<file path="src/agcr_pkg.sv">
// Shared constants and types for the converter register block.
// Assumes one 20 MHz clock domain and a serial host on four pins.
package agcr_pkg;

  // Register select codes carried in the command byte
  localparam logic [4:0] REG_MAIN_CTRL   = 5'h01;
  localparam logic [4:0] REG_GPIO_CTRL   = 5'h02;
  localparam logic [4:0] REG_CORR_CTRL   = 5'h03;
  localparam logic [4:0] REG_CONV_RESULT = 5'h04;
  localparam logic [4:0] REG_SYS_OFFSET  = 5'h05;

  // Command byte layout
  localparam int CMD_START_POS = 7;
  localparam int CMD_MODE_POS  = 6;
  localparam int CMD_SEL_MSB   = 5;
  localparam int CMD_SEL_LSB   = 1;
  localparam int CMD_READ_POS  = 0;

  // Values after reset
  localparam logic [7:0]  MAIN_CTRL_RST  = 8'h02;
  localparam logic [7:0]  GPIO_CTRL_RST  = 8'h0f;
  localparam logic [7:0]  CORR_CTRL_RST  = 8'h1e;
  localparam logic [23:0] RESULT_RST     = 24'h000000;
  localparam logic [23:0] SYS_OFFSET_RST = 24'h000000;

  // Bit counts, scaling and clip limits
  localparam logic [4:0] CMD_BITS      = 5'd8;
  localparam logic [4:0] BYTE_BITS     = 5'd8;
  localparam logic [4:0] WORD_BITS     = 5'd24;
  localparam int         COEF_FRAC     = 22;
  localparam int         RESULT_PAD    = 4;
  localparam logic signed [47:0] BIP_MAX = 48'sh00000007ffff;
  localparam logic signed [47:0] BIP_MIN = -48'sh000000080000;
  localparam logic signed [47:0] UNI_MAX = 48'sh0000000fffff;
  localparam logic signed [47:0] UNI_MIN = 48'sh000000000000;

  typedef struct packed {
    logic linef;
    logic unipolar;
    logic extClk;
    logic refBuf;
    logic sigBuf;
    logic format;
    logic singleCycle;
    logic unused;
  } agcr_main_ctrl_t;

  typedef struct packed {
    logic [3:0] pinDir;
    logic [3:0] pinValueBits;
  } agcr_gpio_ctrl_t;

  typedef struct packed {
    logic [2:0] digitalGainSelect;
    logic       systemGainDisable;
    logic       systemOffsetDisable;
    logic       selfGainDisable;
    logic       selfOffsetDisable;
    logic       reserved;
  } agcr_corr_ctrl_t;

  typedef struct packed {
    logic signed [23:0] selfOffset;
    logic signed [23:0] selfGain;
    logic signed [23:0] sysOffset;
    logic signed [23:0] sysGain;
  } agcr_coefs_t;

  typedef enum {SPI_IDLE, SPI_CMD, SPI_READ, SPI_WRITE, SPI_SKIP} agcr_spi_state_t;

  typedef struct packed {
    logic        valid;
    logic [23:0] word;
  } agcr_corr_state_t;

endpackage

</file>
<file path="src/agcr_correct.sv">
// Correction chain and output encoder for one conversion result.
// Assumes raw codes arrive as 24-bit signed values on the same clock.
`timescale 1ns/100ps
module agcr_correct import agcr_pkg::*; #(
  parameter bit HAS_DGAIN = 1'b1
) (
  input  wire logic               ref_clk,
  input  wire logic               srst,
  input  wire logic               clkEn,
  input  wire logic               rawValid,
  input  wire logic signed [23:0] rawCode,
  input  wire agcr_main_ctrl_t    mainCtrl,
  input  wire agcr_corr_ctrl_t    corrCtrl,
  input  wire agcr_coefs_t        coefs,
  output logic                    resultValid,
  output logic [23:0]             resultWord
);

  agcr_corr_state_t stQ;
  agcr_corr_state_t stD;

  // Coefficient of 0x400000 is unity, so full span reaches just under 2x
  function automatic logic signed [47:0] scaleBy(input logic signed [47:0] v, input logic signed [23:0] g);
    logic signed [71:0] prod;
    prod = v * 72'(g);
    return prod[COEF_FRAC +: 48];
  endfunction

  function automatic logic signed [47:0] clip(input logic signed [47:0] v, input logic signed [47:0] lo,
                                              input logic signed [47:0] hi);
    if (v > hi) return hi;
    if (v < lo) return lo;
    return v;
  endfunction

  logic signed [47:0] acc;
  logic signed [47:0] code;

  always_comb begin
    stD = stQ;
    acc = 48'(rawCode);
    if (!corrCtrl.selfOffsetDisable) begin
      acc = acc - 48'(coefs.selfOffset);
    end
    if (!corrCtrl.selfGainDisable) begin
      acc = scaleBy(acc, coefs.selfGain);
    end
    if (!corrCtrl.systemOffsetDisable) begin
      acc = acc - 48'(coefs.sysOffset);
    end
    if (!corrCtrl.systemGainDisable) begin
      acc = scaleBy(acc, coefs.sysGain);
    end
    if (mainCtrl.unipolar) begin
      acc = acc <<< 1;
    end
    // Gain applies last, to the fully corrected value
    if (HAS_DGAIN) begin
      acc = acc <<< corrCtrl.digitalGainSelect;
    end
    code = acc >>> RESULT_PAD;
    if (mainCtrl.unipolar) begin
      code = clip(code, UNI_MIN, UNI_MAX);
    end else begin
      code = clip(code, BIP_MIN, BIP_MAX);
      if (mainCtrl.format) begin
        code[19] = ~code[19];
      end
    end
    stD.valid = rawValid;
    if (rawValid) begin
      stD.word = {code[19:0], 4'h0};
    end
  end

  always_ff @(posedge ref_clk) begin
    if (srst) begin
      stQ <= '{valid: 1'b0, word: RESULT_RST};
    end else if (clkEn) begin
      stQ <= stD;
    end
  end

  assign resultValid = stQ.valid;
  assign resultWord  = stQ.word;

endmodule

</file>
<file path="src/agcr_regs.sv">
// Serial register slave with pin control, correction control and result.
// Assumes the host drives clock, select and data pins slower than ref_clk/8.
//
// How it works
// - Direction zero makes the pin an input; reads return its present level.
// - Direction one drives the pin with its value bit.
// - Pin byte holds directions in bits 7..4, values in bits 3..0.
// - Digital gain select scales the corrected result; codes 100..111 give 16..128.
// - Gain select is ignored on the variant without programmable gain.
// - System gain disable set skips the system gain coefficient.
// - System offset disable set skips the system offset coefficient.
// - Self gain disable set skips the self-calibration gain coefficient.
// - Self offset disable set skips the self-calibration offset coefficient.
// - Result register is read-only; host writes leave it unchanged.
// - Result shifts out MSB first; 20-bit field sits in the top bits.
// - Unipolar results are straight binary from 0x00000 to 0xFFFFF.
// - Bipolar is offset binary with format one, two's complement with zero.
// - Two's complement spans 0x80000 through 0x00000 to 0x7FFFF.
// - Out of range results saturate at the encoding's limits.
// - System offset is a 24-bit read/write register, MSB first.
// - System offset is two's complement, kept until rewritten or recalibrated.
// - System offset is subtracted from each result when enabled.
// - System offset follows self-calibration, precedes system gain and range scaling.
// - Range bit one selects unipolar, zero selects bipolar.
`timescale 1ns/100ps
module agcr_regs import agcr_pkg::*; #(
  parameter bit HAS_DGAIN = 1'b1
) (
  input  wire logic               ref_clk,
  input  wire logic               srst,
  input  wire logic               clkEn,
  input  wire logic               spiClk,
  input  wire logic               spiCsN,
  input  wire logic               spiDin,
  output logic                    spiDout,
  output logic                    spiDoutOe,
  input  wire logic [3:0]         gpioIn,
  output logic [3:0]              gpioOut,
  output logic [3:0]              gpioOe,
  input  wire logic               rawValid,
  input  wire logic signed [23:0] rawCode,
  input  wire logic signed [23:0] selfOffsetCoef,
  input  wire logic signed [23:0] selfGainCoef,
  input  wire logic signed [23:0] sysGainCoef,
  input  wire logic               sysCalLoad,
  input  wire logic signed [23:0] sysCalOffset,
  output logic                    resultUpdated
);

  typedef struct packed {
    // Pin synchronisers and the levels they have agreed on
    logic [2:0]      clkSync;
    logic [2:0]      csSync;
    logic [2:0]      dinSync;
    logic [3:0][2:0] pinSync;
    logic            clkLvl;
    logic            csLvl;
    logic            dinLvl;
    logic [3:0]      pinLvl;
    // Serial shift machinery
    agcr_spi_state_t spiState;
    logic [7:0]      cmd;
    logic [4:0]      regSel;
    logic [4:0]      bitCnt;
    logic [23:0]     shiftOut;
    logic [23:0]     shiftIn;
    logic            dout;
    logic            doutOe;
    // Host-visible registers
    agcr_main_ctrl_t mainCtrl;
    agcr_gpio_ctrl_t gpioCtrl;
    agcr_corr_ctrl_t corrCtrl;
    logic [23:0]     result;
    logic [23:0]     sysOffset;
    logic            updated;
  } agcr_regs_state_t;

  agcr_regs_state_t stQ;
  agcr_regs_state_t stD;

  logic        corrValid;
  logic [23:0] corrWord;
  agcr_coefs_t coefs;

  // Width of each register as seen on the serial link
  function automatic logic [4:0] regBits(input logic [4:0] sel);
    case (sel)
      REG_CONV_RESULT, REG_SYS_OFFSET: return WORD_BITS;
      default:                         return BYTE_BITS;
    endcase
  endfunction

  // Change on a pin counts only once the second and third stages agree;
  // a one-clock glitch on a pin never reaches the held level
  function automatic logic settled(input logic [2:0] s, input logic held);
    if (s[1] == s[2]) begin
      return s[2];
    end
    return held;
  endfunction

  // Edge reported in the cycle its new level is first agreed
  function automatic logic edgeSeen(input logic [2:0] s, input logic held, input logic level);
    return (settled(s, held) == level) && (held != level);
  endfunction

  logic [3:0] pinLevels;
  logic       clkRise;
  logic       clkFall;
  logic       csActive;
  logic       dinLevel;
  logic [7:0] readByte;

  always_comb begin
    for (int i = 0; i < 4; i++) begin
      pinLevels[i] = settled(stQ.pinSync[i], stQ.pinLvl[i]);
    end
    clkRise  = edgeSeen(stQ.clkSync, stQ.clkLvl, 1'b1);
    clkFall  = edgeSeen(stQ.clkSync, stQ.clkLvl, 1'b0);
    csActive = !settled(stQ.csSync, stQ.csLvl);
    dinLevel = settled(stQ.dinSync, stQ.dinLvl);
  end

  // Driven pins read back their value bit, the others the agreed pin level
  function automatic logic [3:0] pinReadback(input agcr_gpio_ctrl_t g, input logic [3:0] levels);
    return (g.pinDir & g.pinValueBits) | (~g.pinDir & levels);
  endfunction

  // Read value of a register, left aligned for MSB-first shifting
  function automatic logic [23:0] readWord(input logic [4:0] sel, input agcr_regs_state_t s,
                                           input logic [3:0] levels);
    logic [7:0] pins;
    pins = {s.gpioCtrl.pinDir, pinReadback(s.gpioCtrl, levels)};
    case (sel)
      REG_MAIN_CTRL:   return {s.mainCtrl, 16'h0000};
      REG_GPIO_CTRL:   return {pins, 16'h0000};
      REG_CORR_CTRL:   return {s.corrCtrl, 16'h0000};
      REG_CONV_RESULT: return s.result;
      REG_SYS_OFFSET:  return s.sysOffset;
      default:         return 24'h000000;
    endcase
  endfunction

  logic [23:0] wrWord;

  always_comb begin
    stD = stQ;
    readByte = 8'h00;
    wrWord = {stQ.shiftIn[22:0], dinLevel};
    // Three-stage synchronisers; only stages two and three are looked at
    stD.clkSync = {stQ.clkSync[1:0], spiClk};
    stD.csSync  = {stQ.csSync[1:0], spiCsN};
    stD.dinSync = {stQ.dinSync[1:0], spiDin};
    for (int i = 0; i < 4; i++) begin
      stD.pinSync[i] = {stQ.pinSync[i][1:0], gpioIn[i]};
    end
    stD.clkLvl  = settled(stQ.clkSync, stQ.clkLvl);
    stD.csLvl   = !csActive;
    stD.dinLvl  = dinLevel;
    stD.pinLvl  = pinLevels;
    stD.updated = 1'b0;

    // Select high drops the frame; a half-shifted write never commits
    if (!csActive) begin
      stD.spiState = SPI_IDLE;
      stD.doutOe   = 1'b0;
      stD.dout     = 1'b0;
    end else begin
      stD.doutOe = 1'b1;
      unique case (stQ.spiState)
        SPI_IDLE: begin
          stD.spiState = SPI_CMD;
          stD.bitCnt   = 5'd0;
          stD.dout     = 1'b0;
        end
        SPI_CMD: begin
          if (clkRise) begin
            stD.cmd    = {stQ.cmd[6:0], dinLevel};
            stD.bitCnt = stQ.bitCnt + 5'd1;
            if (stQ.bitCnt == CMD_BITS - 5'd1) begin
              stD.bitCnt = 5'd0;
              stD.regSel = stD.cmd[CMD_SEL_MSB:CMD_SEL_LSB];
              // Conversion commands belong to other logic; ignore the frame
              if (!stD.cmd[CMD_START_POS] || !stD.cmd[CMD_MODE_POS]) begin
                stD.spiState = SPI_SKIP;
              end else if (stD.cmd[CMD_READ_POS]) begin
                // Snapshot now so a new result cannot tear the read
                stD.shiftOut = readWord(stD.regSel, stQ, pinLevels);
                stD.spiState = SPI_READ;
              end else begin
                stD.spiState = SPI_WRITE;
              end
            end
          end
        end
        SPI_READ: begin
          if (clkFall) begin
            stD.dout     = stQ.shiftOut[23];
            stD.shiftOut = {stQ.shiftOut[22:0], 1'b0};
            stD.bitCnt   = stQ.bitCnt + 5'd1;
            if (stQ.bitCnt == regBits(stQ.regSel)) begin
              stD.dout     = 1'b0;
              stD.spiState = SPI_SKIP;
            end
          end
        end
        SPI_WRITE: begin
          if (clkRise) begin
            stD.shiftIn = wrWord;
            stD.bitCnt  = stQ.bitCnt + 5'd1;
            if (stQ.bitCnt == regBits(stQ.regSel) - 5'd1) begin
              readByte     = wrWord[7:0];
              stD.spiState = SPI_SKIP;
              case (stQ.regSel)
                REG_MAIN_CTRL: stD.mainCtrl = readByte;
                REG_GPIO_CTRL: stD.gpioCtrl = readByte;
                REG_CORR_CTRL: stD.corrCtrl = readByte;
                REG_SYS_OFFSET: stD.sysOffset = wrWord;
                // Result register is read-only; writes fall through
                default: stD.shiftIn = wrWord;
              endcase
            end
          end
        end
        SPI_SKIP: begin
          stD.dout = 1'b0;
        end
      endcase
    end

    // Calibration overrides a host write landing in the same cycle
    if (sysCalLoad) begin
      stD.sysOffset = sysCalOffset;
    end
    if (corrValid) begin
      stD.result  = corrWord;
      stD.updated = 1'b1;
    end
  end

  always_ff @(posedge ref_clk) begin
    if (srst) begin
      // Select and clock rest at their idle levels, so reset makes no false edge
      stQ <= '{clkSync:   3'h0,
               csSync:    3'h7,
               dinSync:   3'h0,
               pinSync:   12'h000,
               clkLvl:    1'b0,
               csLvl:     1'b1,
               dinLvl:    1'b0,
               pinLvl:    4'h0,
               spiState:  SPI_IDLE,
               cmd:       8'h00,
               regSel:    5'h00,
               bitCnt:    5'h00,
               shiftOut:  24'h000000,
               shiftIn:   24'h000000,
               dout:      1'b0,
               doutOe:    1'b0,
               mainCtrl:  MAIN_CTRL_RST,
               gpioCtrl:  GPIO_CTRL_RST,
               corrCtrl:  CORR_CTRL_RST,
               result:    RESULT_RST,
               sysOffset: SYS_OFFSET_RST,
               updated:   1'b0};
    end else if (clkEn) begin
      stQ <= stD;
    end
  end

  // Only the system offset is held here; the others come from calibration logic
  always_comb begin
    coefs.selfOffset = selfOffsetCoef;
    coefs.selfGain   = selfGainCoef;
    coefs.sysOffset  = stQ.sysOffset;
    coefs.sysGain    = sysGainCoef;
  end

  agcr_correct #(
    .HAS_DGAIN(HAS_DGAIN)
  ) uCorrect (
    .ref_clk    (ref_clk),
    .srst       (srst),
    .clkEn      (clkEn),
    .rawValid   (rawValid),
    .rawCode    (rawCode),
    .mainCtrl   (stQ.mainCtrl),
    .corrCtrl   (stQ.corrCtrl),
    .coefs      (coefs),
    .resultValid(corrValid),
    .resultWord (corrWord)
  );

  assign spiDout       = stQ.dout;
  assign spiDoutOe     = stQ.doutOe;
  assign gpioOut       = stQ.gpioCtrl.pinValueBits;
  // Direction bit doubles as the pin's output enable
  assign gpioOe        = stQ.gpioCtrl.pinDir;
  assign resultUpdated = stQ.updated;

endmodule

</file>
<file path="config.mk">
export PLATFORM = sky130hd
export DESIGN_NAME = agcr_regs
export DESIGN_NICKNAME = d
export VERILOG_FILES = /design/src/agcr_pkg.sv /design/src/agcr_correct.sv /design/src/agcr_regs.sv
export SDC_FILE = /design/constraint.sdc
export NUM_CORES = 2
export LEC_CHECK = 0
export BUFFER_PORTS_ARGS = -buffer_cell sky130_fd_sc_hd__buf_2
export CAP_MARGIN = 20
export CORE_ASPECT_RATIO = 0.5
export CORE_MARGIN = 1.5
export CORE_UTILIZATION = 40
export CTS_CLUSTER_DIAMETER = 200
export CTS_CLUSTER_SIZE = 8
export DETAILED_ROUTE_END_ITERATION = 6
export PLACE_DENSITY = 0.61
export SLEW_MARGIN = 20
export SYNTH_ARGS = -nofsm -noshare
export SYNTH_HDL_FRONTEND = slang
export SYNTH_HIERARCHICAL = 1
export SYNTH_SLANG_ARGS = --single-unit
</file>
<file path="constraint.sdc">
create_clock -name ref_clk -period 46.8 [get_ports ref_clk]
set_clock_uncertainty 0.05 [all_clocks]
set_input_delay 4.68 -clock ref_clk [delete_from_list [all_inputs] [get_ports ref_clk]]
set_output_delay 4.68 -clock ref_clk [all_outputs]
set_load 0.01 [all_outputs]
</file>
# Word-level counts from Yosys, hierarchy flattened
# Cells that the tools add are included.
# totals
output_inout_bits	11
wordCells	208
in_bits	132
regBits	217
# op_classes
bitwise_logic	8
order_cmp	4
mul	2
n_eq_ne	37
n_addsub	4
n_shift	1
mux	83
reduce_logical	29
# ops
cell	count
$mux 48	5
$mux 32	7
$mux 20	10
$mux 24	8
$mul 48x24->70	2
$pmux 32 s4	1
$pmux 24 s5	1
$mux 74	1
$eq 32x2->1 const B	2
$pmux 24 s2	1
$sshl 48x3->48	1
$sub 48x24->48	1
$gt 44x20->1 const B	1
$gt 44x21->1 const B	1
$lt 44x1->1 const B	1
$lt 44x20->1 const B	1
$mux 5	8
$mux 1	36
$mux 34	1
$eq 32x1->1 const B	1
$eq 32x3->1 const B	1
$logic_not 32->1	1
$reduce_and 6->1	5
$mux 29	1
30 further kinds	70

# Depth between registers and ports, before layout
# depth
depth_word	21
ltp_mapped	87
depth_no_buf	81

# Cells and area by module
# Netlist, hierarchy kept.
# by_module_without_submodules
module	area_per_inst_um2	instances	cells_each	seq_area_each_um2
agcr_correct	72694.7	1	8694	420.4
agcr_regs	7488.4	1	854	3403.3

# Worst setup path before layout
# No wires, ideal clock.
# synth_path
kind	input to register
startpoint	in selfOffsetCoef[8]
endpoint	reg uCorrect.stQ, in the netlist uCorrect/resultWord[12]
required_ps	46607
path_buffers	11
path_stages	77
setup_time_ps	143
setup_slack_ps	21864
arrival_ps	24743
path_cell_list	inv_1 > ha_1 > a21o_1 > a2111oi_2 > a211o_1 > and2_1 > clkbuf_1 > buf_1 > nand2_1 > fa_1 > fa_1 > inv_1 > fa_1 > buf_1 > xnor2_1 > ha_1 > inv_1 > fa_1 > [... 41 more ...] > a21o_1 > o21bai_1 > a221oi_1 > a21oi_1 > a311oi_1 > a21oi_1 > a211oi_1 > mux2i_1 > a31oi_1 > a22oi_1 > a211o_1 > nor4_1 > nand3_1 > o31ai_4 > and2_1 > buf_4 > buf_8 > a211oi_2
# synth_via
elab_chain_len	18
word_cells_on_any_way	32
cone_classes	2 x add/sub; 2 x mul; 4 x order compare; 1 x shift; 23 x mux
# synth_rtl
item	line_no	rtl
start: declaration	agcr_regs.sv:42	input wire logic signed [23:0] selfOffsetCoef,
$sub 24x24->25 (*)	agcr_correct.sv:43	acc = acc - 48'(coefs.selfOffset);
$mux 48 (*)	agcr_correct.sv:42	if (!corrCtrl.selfOffsetDisable) begin
$mul 48x24->70	agcr_correct.sv:25	prod = v * 72'(g);
$mux 48 (*)	agcr_correct.sv:45	if (!corrCtrl.selfGainDisable) begin
$sub 48x24->48	agcr_correct.sv:49	acc = acc - 48'(coefs.sysOffset);
$mux 48 (*)	agcr_correct.sv:48	if (!corrCtrl.systemOffsetDisable) begin
$mul 48x24->70	agcr_correct.sv:25	
$mux 48 (*)	agcr_correct.sv:51	if (!corrCtrl.systemGainDisable) begin
$mux 48 (*)	agcr_correct.sv:54	if (mainCtrl.unipolar) begin
$sshl 48x3->48 (*)	agcr_correct.sv:59	acc = acc <<< corrCtrl.digitalGainSelect;
$lt 44x20->1	agcr_correct.sv:32	if (v < lo) return lo;
$mux 1 (2 in a row)	agcr_correct.sv:32	
$mux 1	agcr_correct.sv:62	if (mainCtrl.unipolar) begin
$mux 20	agcr_correct.sv:33	return v;
$mux 20	agcr_correct.sv:32	
$mux 20	agcr_correct.sv:62	
$mux 20 (*)	agcr_correct.sv:62	
end signal: assignment	agcr_correct.sv:78	stQ <= '{valid: 1'b0, word: RESULT_RST};
end signal: assignment	agcr_correct.sv:80	stQ <= stD;
end: declaration	agcr_correct.sv:19	agcr_corr_state_t stQ;
# Every way passes the cells marked *; elsewhere a longest branch is shown, timed or not. The select of a mux whose other input is x is not followed.
# A chain may end at the register's enable or synchronous reset.

# Worst setup path in the final report
# layout_path
startpoint	in rawCode[0]
endpoint	reg uCorrect.stQ, in the netlist uCorrect/resultWord[18]
# layout_via
elab_chain_len	18
word_cells_on_any_way	32
cone_classes	2 x add/sub; 2 x mul; 4 x order compare; 1 x shift; 23 x mux
# layout_rtl
item	line_no	rtl
start: declaration	agcr_regs.sv:41	input wire logic signed [23:0] rawCode,
$sub 24x24->25	agcr_correct.sv:43	
$mux 48 (*)	agcr_correct.sv:42	
$mul 48x24->70	agcr_correct.sv:25	
$mux 48 (*)	agcr_correct.sv:45	
$sub 48x24->48	agcr_correct.sv:49	
$mux 48 (*)	agcr_correct.sv:48	
$mul 48x24->70	agcr_correct.sv:25	
$mux 48 (*)	agcr_correct.sv:51	
$mux 48 (*)	agcr_correct.sv:54	
$sshl 48x3->48 (*)	agcr_correct.sv:59	
$lt 44x20->1	agcr_correct.sv:32	
$mux 1 (2 in a row)	agcr_correct.sv:32	
$mux 1	agcr_correct.sv:62	
$mux 20	agcr_correct.sv:33	
$mux 20	agcr_correct.sv:32	
$mux 20	agcr_correct.sv:62	
$mux 20 (*)	agcr_correct.sv:62	
# Marks and branches as above.

==> flow_results.org <==
** Clock network
- Root buffer cell :: clkbuf_16
- The clock passes through at most 2 buffers.
- Hold repair after CTS inserted 0 buffers.
- CTS saw 191 sinks.
- TritonCTS built the clock tree.
- Number of buffers added by the clock tree synthesis step :: 17
- Number of buffers added for setup after CTS :: 0
- CTS clock-pin slew for the worst setup and hold paths :: ~0.08 ns
- Total number of H-tree levels :: 4
- Clock Latency Late Sink :: roughly 0.45 ns
- Quantity of gates resized following cts :: 0

** Synthesis
- Number of warning messages in the yosys log :: 6
- In the post-synthesis netlist, the cell with the most instances is inv_1.
- Sequential fraction of the synthesis area :: ~4.8%
- Synthesis handed over a netlist of between 9,000 and 10,000 instances.
- By area, the combinational part of the netlist is dominated by adder cells.
- Post-Synth Adder-Cell Area :: 49.9%
- The commonest cells after synthesis are inv_1, fa_1, nand2_1, and2_1, clkbuf_1.
- Cell area after synthesis :: approximately 0.080 mm^2
- The synthesized netlist devotes 1.42% of its cell area to XOR and XNOR gates.
- After synthesis, the cell types taking the most area are fa_1, inv_1, nand2_1, ha_1, and2_1.
- Multiplexer cells account for 2.59% of the synthesized area.
- Summing the areas of all compound-gate instances in the mapped netlist gives 11.2% of the synthesized area.
- Yosys mapped a number of flops with a built-in enable equal to 0.
- Fraction of synthesized cell area taken by the top area cell type :: between 40% and 50%
- A synthesized cell averages between 8 and 9 um^2.
- Commonest register cell after synthesis :: dfxtp_1
- Synthesis inferred ~190 register bits.
- Yosys cell types :: about 110
- Library cell occupying the most area in the post-synthesis netlist :: fa_1
- Counting flops with an async set or reset pin after synthesis yields a share of 0%.
- Fraction of the mapped netlist area in simple logic gates :: between 10% and 20%

** Floorplanning
- Count of boundary I/O pins :: around 140
- Area of the core region :: between 0.15 and 0.2 mm^2
- The die covers approximately 0.2 mm^2.
- For this configuration, the core starts out at a cell density of about 41%.
- Die extent in x :: 636 um
- Die Y :: 320 um
- Number of standard-cell rows in the floorplan :: 115

** Routing
- Number of optimization iterations in the first detailed-route pass :: 7
- Dividing the detail-routed via count by the number of cells gives between 5 and 6.
- Detailed routing inserted a total of about 67,000 vias.
- After detailed routing, the average wire length per cell comes to approximately 22 um.
- Starting DRC count in detailed routing :: 6,108
- Routed wire length :: between 200 and 300 mm
- Post-route antenna net violation count :: 0
- In the routed design, unresolved DRC markers number 0.

** STA
- Fraction of the cycle the final worst path needs :: a little over 60%
- At the pin with the least slew margin, the transition time is ~1.2 ns.
- Endpoints failing hold :: 0
- Maximum achievable frequency :: between 30 and 40 MHz
- The worst pin sits at a relative slew slack of a little over a fifth.
- The worst path needs 29.03 ns of the cycle, external delays included.
- Count of pins over their slew limit :: 0
- Count of endpoints failing setup in the final report :: 0
- Setup TNS :: 0 ns
- RSZ-0062 raised after global routing :: no

** Critical path
- Startpoint Class :: input pin
- Arrival time worst endpoint :: between 20 and 30 ns
- Along the worst path, the maximum fanout reaches 24.
- Reg-to-Reg Start :: stQ[50]$_SDFFE_PP1P_
- Cell seen most often among critical-path stages :: fa_1
- Startpoint-to-endpoint class of the critical path :: input pin to flop
- Data on the critical path is required at its endpoint by 47.03 ns.
- Worst stage delay on the critical path :: 0.91 ns
- Setup slack on the worst reg-to-reg path comes out at 22.53 ns.
- Slowest cell on the critical path :: xnor2_1
- STA classifies the critical path endpoint as a flop.
- Worst Reg2Reg Path Length in Cells :: 67
- The worst register-to-register path ends at uCorrect/resultWord[18]$_SDFFE_PP0P_.

** Run
- Number of maximum-capacitance constraint violations :: 0

** Layout
- The net count of the finished layout is 11,500.
- Cells fill between 40% and 50% of the core in the end.
- The area growth from synthesis to layout is 4.51%.
- Fraction of layout instances using a drive strength above 1 :: under 10%

** Global routing
- Largest net degree at the start of global routing :: between 100 and 150
- Via count of the first global-routing pass :: between 60,000 and 70,000
- The first global-routing pass estimated roughly 410 mm of wire.
- Global routing used a little over a quarter of the available tracks.
- Antenna violations before repair :: 6
- For this run the aggregate overflow at the end of global routing stands at 0.

** Hold path
- Classification of the worst-slack hold path :: flop to flop
- Hold Startpoint :: stQ[97]$_SDFFE_PP0P_
- Hold Path Sink :: stQ[97]$_SDFFE_PP0P_
- The worst hold path was traced through 2 stages.

** Place
- The HPWL after detailed placement is around 200 mm.
- Routability-driven placement finished with a final weighted congestion of 1.03.
- Port Buf Inserts :: around 140

** Outcome
- The run finished with clean final reports.
how the worst max path moves through the flow:
stage	from	to	slack (ns)
floorplan	selfOffsetCoef[8]	uCorrect/resultWord[12]$_SDFFE_PP0P_	21.86
global placement	selfOffsetCoef[3]	uCorrect/resultWord[8]$_SDFFE_PP0P_	17.62
detailed placement	selfOffsetCoef[3]	uCorrect/resultWord[18]$_SDFFE_PP0P_	17.61
CTS	selfOffsetCoef[3]	uCorrect/resultWord[18]$_SDFFE_PP0P_	18.01
global route	rawCode[0]	uCorrect/resultWord[10]$_SDFFE_PP0P_	16.65
finish	rawCode[0]	uCorrect/resultWord[18]$_SDFFE_PP0P_	17.77
cells by family after synthesis:
kind of cell,count (synthesis)
AOI/OAI and AO/OA,1331
xor gates and xnor gates,130
other,1
DFF,191
muxes,188
adders and majority gates,2147
and+or+nand+nor,3146
buffers and inverters,2414
critical path: cells and delay by family:
family / cells / cell delay (ns)
compound gates: 24 / 7.49
xor+xnor: 6 / 2.27
fa+ha+maj: 17 / 8.93
buf+inv: 8 / 1.38
mux: 1 / 0.26
simple gates: 14 / 4.15
state kept, by name, summed over array words and instances (netlist names):
signal and flops:
stQ 121, coefs 24, uCorrect/resultWord 20, stD 14
gpioOe 4, gpioOut 4, resultUpdated 1, spiDout 1
spiDoutOe 1, uCorrect/resultValid 1
layer usage:
| layer | GRT usage [%] | up-vias | share of wire (%) |
|---|---|---|---|
| met5 | 0 | - | 0 |
| met4 | 7.67 | 0 | 3.4 |
| met2 | 42.5 | 2725 | 46 |
| met3 | 3.11 | 379 | 7.5 |
| li1 | - | 29200 | - |
| met1 | 37.1 | 34500 | 43 |
cell type report:
type	instances	area, um^2
diodes	3	7.51
clock inverters	13	123
multi-input cells	6946	67500
clock buffers	19	443
inverters	1850	6940
repair buffers	265	1690
well taps	2632	3290
fillers	19900	114000
flip-flops and latches	191	3830
cells in the final DEF, fill, tap and decap left out, types with 102 or more instances in the layout:
| master | count |
|---|---|
| buf_4 | 120 |
| o21ai_0 | 214 |
| a21oi_1 | 340 |
| ha_1 | 392 |
| nor2_1 | 405 |
| and2_1 | 680 |
| fa_1 | 1751 |
| inv_1 | 1846 |
| mux2i_1 | 128 |
| a211oi_1 | 102 |
| buf_2 | 141 |
| dfxtp_1 | 183 |
| nand2_1 | 1512 |
per-stage QoR:
| stage | cell area, um^2 | cells | hold WS [ns] | worst slack (ns) |
|---|---|---|---|---|
| global route | 83800 | 11900 | 0.422 | 16.65 |
| floorplan | 80200 | 9551 | 0.381 | 21.86 |
| global placement | 83100 | 11900 | 0.387 | 17.62 |
| CTS | 83700 | 11900 | 0.407 | 18.01 |
| finish | 83800 | 11900 | 0.407 | 17.77 |
| detailed placement | 83200 | 11900 | 0.396 | 17.61 |
Power is left out: the tool's default activity adds up to more than one toggle a clock period on the data nets, which glitch-free logic cannot reach.
